File: config.mk
export PLATFORM = sky130hd
export DESIGN_NAME = adsps_top
export DESIGN_NICKNAME = d
export VERILOG_FILES = /design/src/hdl/adsps_pkg.sv /design/src/hdl/adsps_link_if.sv /design/src/hdl/adsps_top.sv /design/src/hdl/adsps_link_sampler.sv
export VERILOG_INCLUDE_DIRS = /design/src /design/src/hdl
export SDC_FILE = /design/constraint.sdc
export NUM_CORES = 1
export LEC_CHECK = 0
export BUFFER_PORTS_ARGS = -buffer_cell sky130_fd_sc_hd__buf_4
export CAP_MARGIN = 20
export CORE_UTILIZATION = 50
export DETAILED_ROUTE_END_ITERATION = 10
export PLACE_DENSITY = 0.72
export SKIP_LAST_GASP = 1
export SLEW_MARGIN = 30
export SYNTH_ARGS = -nofsm -noshare
export SYNTH_HDL_FRONTEND = slang
export SYNTH_SLANG_ARGS = --single-unit
File: constraint.sdc
create_clock -name mclk -period 1.9 [get_ports mclk]
set_input_delay 0.19 -clock mclk [delete_from_list [all_inputs] [get_ports mclk]]
set_output_delay 0.19 -clock mclk [all_outputs]
set_load 0.05 [all_outputs]
File: src/hdl/adsps_cfg.svh
// Constants of the serial converter power shutdown control.
// Overview of operation
// - Word length select 0 then 1 requests shutdown.
// - Next conversion request powers up, no delay.
// - Request: chip select falls, or clocks resume.
// - Shutdown starts at tenth shift clock fall.
// - One dummy conversion, then idle until request.
// - Shift clocks after dummy conversion wake device.
`ifndef ADSPS_CFG_SVH
`define ADSPS_CFG_SVH
`define ADSPS_CMD_BITS 8
`define ADSPS_WL_HI_BIT 1
`define ADSPS_WL_LO_BIT 0
`define ADSPS_SHUTDOWN_WL 2'b01
`define ADSPS_SHUTDOWN_EDGE 10
`define ADSPS_FRAME_SCLKS 16
`define ADSPS_DUMMY_TICKS 12
`define ADSPS_ACLK_DIV 4
`define ADSPS_POWERED_RST 1'b1
`endif

File: src/hdl/adsps_pkg.sv
// Types of the serial converter power shutdown control.
package adsps_pkg;
	typedef enum logic [1:0] {
		ADSPS_IDLE = 2'b00,
		ADSPS_SHIFT = 2'b01,
		ADSPS_DUMMY = 2'b11,
		ADSPS_SLEEP = 2'b10
	} adsps_state_type;

	typedef struct packed {
		adsps_state_type state;
		logic [4:0] bit_cnt;
		logic [7:0] cmd;
		logic [7:0] div_cnt;
		logic [7:0] tick_cnt;
		logic powered;
		logic conv_start;
	} adsps_core_type;

	typedef struct packed {
		logic cs_s1;
		logic cs_s2;
		logic cs_s3;
		logic sclk_s1;
		logic sclk_s2;
		logic sclk_s3;
		logic din_s1;
		logic din_s2;
	} adsps_sync_type;
endpackage

File: src/hdl/adsps_link_if.sv
// Sampled link events passed from the pin sampler to the core.
`timescale 1ns/10ps
`default_nettype none
interface adsps_link_if;
	logic cs_n;
	logic cs_fall;
	logic cs_rise;
	logic sclk_rise;
	logic sclk_fall;
	logic din;
	modport sampler (output cs_n, cs_fall, cs_rise, sclk_rise, sclk_fall, din);
	modport core (input cs_n, cs_fall, cs_rise, sclk_rise, sclk_fall, din);
endinterface
`default_nettype wire

File: src/hdl/adsps_top.sv
// Power shutdown control of a serial successive approximation converter.
`timescale 1ns/10ps
`default_nettype none
`include "adsps_cfg.svh"
module adsps_top
	import adsps_pkg::*;
#(
	parameter int FRAME_SCLKS = `ADSPS_FRAME_SCLKS,
	parameter int DUMMY_TICKS = `ADSPS_DUMMY_TICKS,
	parameter int ACLK_DIV = `ADSPS_ACLK_DIV
)
(
	input wire logic mclk, // System clock, 125 MHz.
	input wire logic resetn, // Asynchronous reset, active low.
	input wire logic cs_n, // Chip select pin, active low.
	input wire logic sclk, // Shift clock pin from the host.
	input wire logic din, // Serial command data pin.
	output logic powered_up, // Analog core powered.
	output logic dummy_busy, // Dummy conversion running.
	output logic asleep, // Shut down, waiting for a request.
	output logic conv_start, // One-cycle pulse per conversion request.
	output logic [7:0] cmd_word // Last command word shifted in.
);
	// The frame counter is five bits wide and the tick counters are eight bits wide.
	generate
		if (FRAME_SCLKS < `ADSPS_SHUTDOWN_EDGE || FRAME_SCLKS > 31)
			$error("FRAME_SCLKS out of range");
		if (DUMMY_TICKS < 1 || DUMMY_TICKS > 256)
			$error("DUMMY_TICKS out of range");
		if (ACLK_DIV < 2 || ACLK_DIV > 256)
			$error("ACLK_DIV out of range");
	endgenerate

	////////////////////////////////////////////////////////////////////////////
	// Link pins are synchronised and turned into one-cycle edge strobes.
	adsps_link_if lnk ();

	adsps_link_sampler u_sampler (
		.mclk(mclk),
		.resetn(resetn),
		.cs_n_pin(cs_n),
		.sclk_pin(sclk),
		.din_pin(din),
		.lnk(lnk)
	);

	////////////////////////////////////////////////////////////////////////////
	adsps_core_type r_r;
	adsps_core_type r_nxt;
	logic tick;
	logic request;
	logic shut_code;
	logic tenth_fall;

	// A free-running divider gives one tick per ACLK_DIV cycles to clock the dummy conversion.
	assign tick = (r_r.div_cnt == 8'(ACLK_DIV - 1));
	// The two word length select bits sit at the bottom of the command word.
	assign shut_code = ({r_r.cmd[`ADSPS_WL_HI_BIT], r_r.cmd[`ADSPS_WL_LO_BIT]} == `ADSPS_SHUTDOWN_WL);
	assign tenth_fall = lnk.sclk_fall && (r_r.bit_cnt == 5'(`ADSPS_SHUTDOWN_EDGE - 1));
	// A falling chip select, or resumed shift clocks with chip select held low.
	assign request = lnk.cs_fall || (!lnk.cs_n && lnk.sclk_rise);

	always_comb
	begin
		r_nxt = r_r;
		r_nxt.conv_start = 1'b0;
		r_nxt.div_cnt = tick ? 8'h00 : r_r.div_cnt + 8'h01;
		unique case (r_r.state)
			ADSPS_IDLE, ADSPS_SLEEP:
			begin
				// A request always starts a new frame and powers the core at once.
				if (request)
				begin
					r_nxt.state = ADSPS_SHIFT;
					r_nxt.powered = 1'b1;
					r_nxt.conv_start = 1'b1;
					r_nxt.bit_cnt = 5'h00;
					// When shift clocks wake the block, the waking edge carries the first bit.
					r_nxt.cmd = lnk.cs_fall ? 8'h00 : {7'h00, lnk.din};
				end
			end
			ADSPS_SHIFT:
			begin
				if (lnk.cs_rise)
					r_nxt.state = ADSPS_IDLE;
				else
				begin
					// Only the first eight rising edges of a frame carry command bits.
					if (lnk.sclk_rise && r_r.bit_cnt < 5'(`ADSPS_CMD_BITS))
						r_nxt.cmd = {r_r.cmd[6:0], lnk.din};
					// Falling edges are counted so that the tenth one can be found.
					if (lnk.sclk_fall)
						r_nxt.bit_cnt = r_r.bit_cnt + 5'h01;
					// The shutdown decision is taken at the tenth falling edge only.
					if (tenth_fall && shut_code)
					begin
						r_nxt.state = ADSPS_DUMMY;
						r_nxt.powered = 1'b0;
						r_nxt.tick_cnt = 8'h00;
					end
					else if (lnk.sclk_fall && r_r.bit_cnt == 5'(FRAME_SCLKS - 1))
						r_nxt.state = ADSPS_IDLE;
				end
			end
			ADSPS_DUMMY:
			begin
				// Shift clocks are ignored until the dummy conversion ends.
				if (tick)
				begin
					r_nxt.tick_cnt = r_r.tick_cnt + 8'h01;
					if (r_r.tick_cnt == 8'(DUMMY_TICKS - 1))
						r_nxt.state = ADSPS_SLEEP;
				end
			end
		endcase
	end

	// The reset state is powered and idle, ready for a frame.
	always_ff @(posedge mclk or negedge resetn)
	begin
		if (!resetn)
			r_r <= '{state: ADSPS_IDLE, powered: `ADSPS_POWERED_RST, default: '0};
		else
			r_r <= r_nxt;
	end

	// Busy and asleep are decoded from the state; the other outputs come straight from register bits.
	assign powered_up = r_r.powered;
	assign dummy_busy = (r_r.state == ADSPS_DUMMY);
	assign asleep = (r_r.state == ADSPS_SLEEP);
	assign conv_start = r_r.conv_start;
	assign cmd_word = r_r.cmd;

	////////////////////////////////////////////////////////////////////////////
	// The dummy conversion must fit inside the bound of its assertion.
	localparam int DUMMY_BOUND = 700;

	generate
		if (DUMMY_TICKS * ACLK_DIV >= DUMMY_BOUND)
			$error("dummy conversion too long for its check");
	endgenerate
endmodule // adsps_top
`default_nettype wire

File: src/hdl/adsps_link_sampler.sv
// Two-stage synchronisers and edge finders for the serial link pins.
`timescale 1ns/10ps
`default_nettype none
module adsps_link_sampler
	import adsps_pkg::*;
(
	input wire logic mclk, // System clock.
	input wire logic resetn, // Asynchronous reset, active low.
	input wire logic cs_n_pin, // Chip select pin, active low.
	input wire logic sclk_pin, // Shift clock pin.
	input wire logic din_pin, // Serial command data pin.
	adsps_link_if.sampler lnk // Sampled events to the core.
);
	adsps_sync_type r_r;
	adsps_sync_type r_nxt;

	always_comb
	begin
		r_nxt = r_r;
		r_nxt.cs_s1 = cs_n_pin;
		r_nxt.cs_s2 = r_r.cs_s1;
		r_nxt.cs_s3 = r_r.cs_s2;
		r_nxt.sclk_s1 = sclk_pin;
		r_nxt.sclk_s2 = r_r.sclk_s1;
		r_nxt.sclk_s3 = r_r.sclk_s2;
		r_nxt.din_s1 = din_pin;
		r_nxt.din_s2 = r_r.din_s1;
	end

	always_ff @(posedge mclk or negedge resetn)
	begin
		if (!resetn)
			r_r <= '{cs_s1: 1'b1, cs_s2: 1'b1, cs_s3: 1'b1, default: 1'b0};
		else
			r_r <= r_nxt;
	end

	// Edges are found between the second and third stages only.
	assign lnk.cs_n = r_r.cs_s2;
	assign lnk.cs_fall = r_r.cs_s3 & ~r_r.cs_s2;
	assign lnk.cs_rise = ~r_r.cs_s3 & r_r.cs_s2;
	assign lnk.sclk_rise = ~r_r.sclk_s3 & r_r.sclk_s2;
	assign lnk.sclk_fall = r_r.sclk_s3 & ~r_r.sclk_s2;
	assign lnk.din = r_r.din_s2;
endmodule // adsps_link_sampler
`default_nettype wire

==> summary.txt, run 1 <==
Logic synthesis
  • Proportion of synthesized flip-flops having asynchronous set or reset: 100%
  • Most frequently used flop master after synthesis: dfrtp_1
  • Avg Synthesized Cell Area: around 11 um2
  • Fraction of synthesized cell area taken by the top area cell type: about half
  • Post-synth design cell area: ~0.0019 mm2
  • Number of flip-flops and latches in the synthesized netlist: ~40
  • Instance count of the mapped netlist: between 150 and 200
  • Part of the Yosys area used for sequential elements: 54.2%
  • Number of flops mapped to enable cells by yosys: 0
  • Yosys Warn Count: 0
  • Mapped Nets: 188
  • Yosys cell types: 37
  • Cells taking the most area after synthesis: dfrtp_1, dfstp_2, mux2i_1, buf_4, inv_1
  • Cell type with the largest total area after synthesis: dfrtp_1

Routing
  • Vias/cell: 5.44
  • Remaining design rule violation count: 0
  • First-pass iteration count of the detailed router: 4
  • Mean routed wirelength per cell: 13.7 um
  • Residual antenna-violating net count after detailed routing: 0
  • Via count: between 1000 and 1500
  • Violation count after the first detailed-route iteration: 93
  • Wirelength, routed: ~3400 um

STA
  • Post-route clock skew: roughly 0.0097 ns
  • Worst Max-Slew Pin Slew: roughly 0.5 ns
  • Final clock period utilization by the worst path: between 90 and 100%
  • Unrepaired setup endpoints after global routing: no
  • Final count of hold timing violations: 0
  • Slew margin rel.: between 60 and 70%
  • Number of setup violations in the final report: 0
  • Fmax achieved: 559 MHz
  • Minimum clock period after layout: approximately 1.8 ns
  • Worst setup margin: approximately 0.11 ns
  • TNS Setup: 0 ns
  • Final count of pins violating max slew: 0
  • Minimum hold slack: 0.358 ns

Clock tree
  • CTS tree: done
  • Clk buf depth: 2
  • Number of H-tree branching levels: 2
  • Clock network latency to the later pin of the worst-skew pair: around 0.30 ns
  • Root buffer selected by CTS: clkbuf_8
  • Sink Count: 41
  • Setup bufs post-CTS: 0
  • Number of buffers added by the clock tree synthesis step: 5
  • Clock transition at path regs: 0.08 ns

Hold path
  • Worst min path class: register to register

Global route
  • Vias in the first global route: between 1000 and 1500
  • GRT Residual Overflow: 0
  • Tot GR Track Use: 19.9%
  • Global-route wire length before repair: roughly 6000 um
  • Antenna violations before repair: 0
  • Maximum number of pins on one net before global-route repair: between 40 and 50

Critical path
  • CP Capture Type: register
  • Maximum fanout along the worst path: 8
  • Crit Path Category: register to register
  • Buffer and inverter count on the worst path: 0
  • Highest-delay cell along the critical path: or4b_4
  • Arr. time, crit path: just under 2 ns
  • Sort of element at the start of the critical path: register
  • Critical-path cell list: ha_2 > or4b_4 > nor3_4 > o21bai_4 > a31oi_1
  • Data required time of the critical path: between 2 and 2.5 ns
  • CP max stage delay: 0.49 ns
  • Dominant delay contributor by cell family on the critical path: simple AND/OR/NAND/NOR gates

Place
  • Area of placed instances: between 0.002 and 0.0025 mm2
  • Post-Place Worst Slack: between 0.06 and 0.07 ns
  • Count of buffers from port buffering: 16
  • Final GP Congestion: between 0.7 and 0.8
  • Half-perimeter wire length of the detailed placement result: 2470 um

Final layout
  • Most common library cell in the layout ignoring fill and taps: dfrtp_1
  • Commonest cells after routing, fill and taps aside: dfrtp_1, buf_4, inv_1, nand2_1, nand3_1
  • Final instance area: 0.00219 mm2
  • Fill cell count: between 300 and 400
  • Layout cells sized above 1: between 20% and 30%
  • Net count, final: around 210
  • Layout-stage area growth over the synthesis result: 15.1%
  • Final core occ: about 60%
  • N_diodes: 0

Floorplanning
  • Die boundary height: 63.7 um
  • Top-Level Pins: 17
  • Core area: between 0.003 and 0.004 mm2
  • Starting density of the core: about 52%
  • Die outline width: 63.7 um
  • Overall die area: between 0.004 and 0.005 mm2
  • Row cnt: 22

Power and ir drop
  • Largest vdd supply drop: between 0.3 and 0.4 mV
  • Power Density: a little over 900 mW/mm2
  • Standby leakage power: around 1 nW

Status
  • Status: completed

Flow run
  • Number of max-cap violations: 0
[final cells by class]
class                   count  area (um2)  area share [%]
inverters                  17        63.8            2.91
repair buffers             25         198            9.03
multi-input cells         109         741            33.8
clock inverters             2        13.8           0.629
flip-flops and latches     41        1030            47.1
well taps                  48        60.1            2.74
clock buffers               6        82.6            3.77
[Yosys cell counts (4+ instances only)]
master   number
a31oi_1       5
and3_1        6
buf_4         9
dfrtp_1      37
dfstp_2       4
ha_1          5
inv_1        17
mux2i_1       7
nand2_1      17
nand3_1       9
nor2_1        7
nor2b_1       4
o21ai_0       8
xnor2_1       5
[worst reg2reg max path: stages (launching register included)]
cell and delay, ns:
dfrtp_1 0.39, ha_2 0.21, or4b_4 0.49, nor3_4 0.23, o21bai_4 0.22, a31oi_1 0.12
[kinds of logic (layout without fill, tap and decap cells)]
| group | after synthesis | in the layout | synth area share, % |
|---|---|---|---|
| AND/OR/NAND/NOR | 60 | 60 | 17.1 |
| flip-flops | 41 | 41 | 54.2 |
| AO/OA/AOI/OAI | 28 | 28 | 10.2 |
| buffers and inverters | 28 | 50 | 7.30 |
| XOR/XNOR | 8 | 8 | 3.68 |
| multiplexers | 8 | 8 | 4.27 |
| adder cells (fa/ha/maj) | 5 | 5 | 3.29 |
[timing repair]
action                                 4_1_cts  5_1_grt
setup endpoints to repair                    0        8
resized for setup                            0        3
hold buffers                                 4        0
endpoints found under the hold margin       40        0
[worst paths after layout]
| path | slack [ns] | from | to | cells past startpoint |
|---|---|---|---|---|
| setup / recovery | 0.11 | r_r[10] | r_r[6] | 5 |
| hold / removal | 0.36 | u_sampler.r_nxt[0] | u_sampler.lnk.din | 0 |
| setup reg to reg | 0.11 | r_r[10] | r_r[6] | 5 |
| hold reg to reg | 0.36 | u_sampler.r_nxt[0] | u_sampler.lnk.din | 0 |
| max in group asynchronous | 1.14 | resetn | u_sampler.r_nxt[6] | 2 |
| min in group asynchronous | 0.39 | resetn | conv_start | 2 |
[metal layers]
layer / vias to the layer above / wire length, um / GRT usage [%]
li1: 638 / - / -
met3: 10 / 118 / 4.71
met1: 669 / 1480 / 23.0
met2: 31 / 1700 / 33.0
met5: - / 0 / 0
met4: 0 / 106 / 12.5
[flip-flops by register name, summed over array words and instances (netlist names)]
signal and flops:
cmd_word 8, conv_start 1, powered_up 1, r_r 23
u_sampler.lnk.cs_n 1, u_sampler.lnk.din 1, u_sampler.r_nxt 4, u_sampler.r_r 2
[through the flow]
stage	std cells	total power, mW
after CTS	248	2.01
after global routing	248	2.08
after global placement	236	1.38
after floorplan	178	1.32
after detailed placement	236	1.40
final	248	1.98
[power breakdown]
group | internal, mW | switching [mW]
combinational | 0.137 | 0.251
clock | 0.294 | 0.303
sequential | 0.939 | 0.0596
total | 1.37 | 0.614
Note: power is estimated with default switching activity, not from simulation.
==> inputs of run 2 (changes only) <==
- PLACE_DENSITY: 0.72 -> unset
- PLACE_DENSITY_LB_ADDON: unset -> 0.1
==> run 2 against run 1 <==
Register-to-register slack better by 0.05 ns. Combinational power is 2% lower. Clock power hardly changed. Power is 0.40% lower. Non-clock buffer count is 1 higher. Critical path type unchanged. Largest cell class unchanged. Largest power group unchanged.
==> summary.txt, run 2 (synthesis gave the netlist of run 1 again) <==
Routing
  • Highest signal layer in the routed design: met4
  • Via count: around 1300
  • Residual antenna-violating net count after detailed routing: 0
  • Vias/cell: around 5.3
  • Wirelength, routed: 3350 um
  • Met2 WL: between 1500 and 2000 um
  • First-pass iteration count of the detailed router: 4
  • Detailed route wirelength on metal3: slightly below 100 um
  • Mean routed wirelength per cell: about 13 um
  • Violation count after the first detailed-route iteration: 85
  • Remaining design rule violation count: 0
  • DRT met1 WL: 1480 um

Place
  • DP Cell Count: 236
  • Count of buffers from port buffering: 16
  • Area of placed instances: 0.00205 mm2
  • Half-perimeter wire length of the detailed placement result: 2310 um
  • Post-Place Worst Slack: approximately 0.073 ns
  • Final GP Congestion: approximately 0.84

Critical path
  • CP max stage delay: approximately 0.49 ns
  • Sort of element at the start of the critical path: register
  • Critical-path cell list: ha_2 > or4b_4 > nor3_4 > buf_4 > a41oi_1 > a31oi_1
  • Arr. time, crit path: 1.96 ns
  • Crit Path Category: register to register
  • Maximum fanout along the worst path: 5
  • Data required time of the critical path: approximately 2.1 ns
  • CP Capture Type: register
  • Highest-delay cell along the critical path: or4b_4

Clock tree
  • CTS tree: done
  • Clock transition at path regs: 0.08 ns
  • Clk buf depth: 2
  • Clock network latency to the later pin of the worst-skew pair: ~0.3 ns
  • Root buffer selected by CTS: clkbuf_8
  • Sink Count: 41
  • Number of H-tree branching levels: 2
  • Number of buffers added by the clock tree synthesis step: 5

Floorplanning
  • Core area: 0.00366 mm2
  • Die boundary height: about 64 um
  • Overall die area: 0.00406 mm2
  • Starting density of the core: 52.0%
  • Die outline width: approximately 64 um
  • Top-Level Pins: 17
  • Row cnt: 22

Global route
  • Tot GR Track Use: between 10% and 20%
  • Vias in the first global route: 1300
  • GRT Residual Overflow: 0
  • Global-route wire length before repair: around 6000 um
  • Antenna violations before repair: 0
  • Maximum number of pins on one net before global-route repair: 42

Hold path
  • Worst min path class: register to register

Status
  • Status: completed

Final layout
  • Final core occ: 59.9%
  • Layout cells sized above 1: 21.4%
  • Final instance area: 0.00219 mm2
  • Commonest cells after routing, fill and taps aside: dfrtp_1, buf_4, inv_1, nand2_1, nand3_1
  • Final cell count without fillers: between 200 and 250
  • Net count, final: between 200 and 250
  • Number of flip-flops in the largest register: 23
  • Layout-stage area growth over the synthesis result: 15.2%
  • Most common library cell in the layout ignoring fill and taps: dfrtp_1
  • N_diodes: 0
  • Largest register by flop count: r_r

Power and ir drop
  • Standby leakage power: ~1 nW
  • Tot Pwr: 1.98 mW
  • Net switching power of the design: between 0.6 and 0.7 mW
  • Sequential share of power: between 50% and 60%
  • Switching power share of the total: 30.9%
  • Power Density: between 900 and 1000 mW/mm2
  • Internal power: 1.37 mW
  • Largest vdd supply drop: ~0.40 mV
  • Comb pwr share: roughly a fifth
  • Clock network fraction of total power: 30.3%

STA
  • Slew margin rel.: around 67%
  • Worst setup margin: roughly 0.16 ns
  • Fmax achieved: ~570 MHz
  • Worst Max-Slew Pin Slew: roughly 0.5 ns
  • Unrepaired setup endpoints after global routing: no
  • Post-route clock skew: approximately 0.0064 ns
  • TNS Setup: 0 ns
  • Minimum hold slack: between 0.3 and 0.4 ns
  • Final clock period utilization by the worst path: roughly 92%
  • Final count of hold timing violations: 0
  • Final count of pins violating max slew: 0
  • Number of setup violations in the final report: 0
  • Minimum clock period after layout: ~1.7 ns

Flow run
  • Number of max-cap violations: 0
run 2: cell types whose count changed in the layout (fill, tap and decap cells not counted):
cell	previous run	this run
buf_4	21	22
nand3_1	8	9
nand3_2	1	0
o21ai_0	7	8
o21ai_1	1	0
run 2: worst paths after layout:
path | depth (start not counted) | slack, ns | end | start
setup / recovery | 6 | 0.16 | r_r[6] | r_r[11]
hold / removal | 0 | 0.36 | u_sampler.lnk.din | u_sampler.r_nxt[0]
setup reg to reg | 6 | 0.16 | r_r[6] | r_r[11]
hold reg to reg | 0 | 0.36 | u_sampler.lnk.din | u_sampler.r_nxt[0]
max in group asynchronous | 2 | 1.14 | u_sampler.lnk.cs_n | resetn
min in group asynchronous | 2 | 0.41 | cmd_word[4] | resetn
run 2: power groups by stage:
stage / Clock, mW / Sequential, mW / Combinational, mW
final: 0.600 / 0.996 / 0.381
after global routing: 0.665 / 1.01 / 0.411
after CTS: 0.623 / 0.998 / 0.385
after detailed placement: 0 / 1.02 / 0.377
after global placement: 0 / 1.01 / 0.372
after floorplan: 0 / 1.01 / 0.309
run 2: critical path, delay by kind of cell (launching register included):
kind | cells | cell delay [ns]
and+or+nand+nor | 2 | 0.65
DFF | 1 | 0.37
AOI/OAI and AO/OA | 2 | 0.28
adders and majority gates | 1 | 0.20
buffers and inverters | 1 | 0.16
run 2: what timing repair did:
action,CTS,global route
endpoints found under the setup margin,0,2
hold buffers,4,0
hold endpoints to repair,40,0
buffers inserted,0,1
resized for setup,0,1
run 2: area by class of cell:
cell class                 instances  area (um2)
clock buffer                       6        82.6
clock inverter                     2        13.8
fill                             320        1470
inverter                          17        63.8
multi-input combinational        109         736
sequential                        41        1030
tap                               48        60.1
timing repair buffer              26         205
run 2: per-layer routing:
metal  global-route usage [%]  up-vias
met5                        0        -
met4                     10.8        0
met3                     5.62        5
met2                     31.4       16
met1                     23.4      658
li1                         -      647
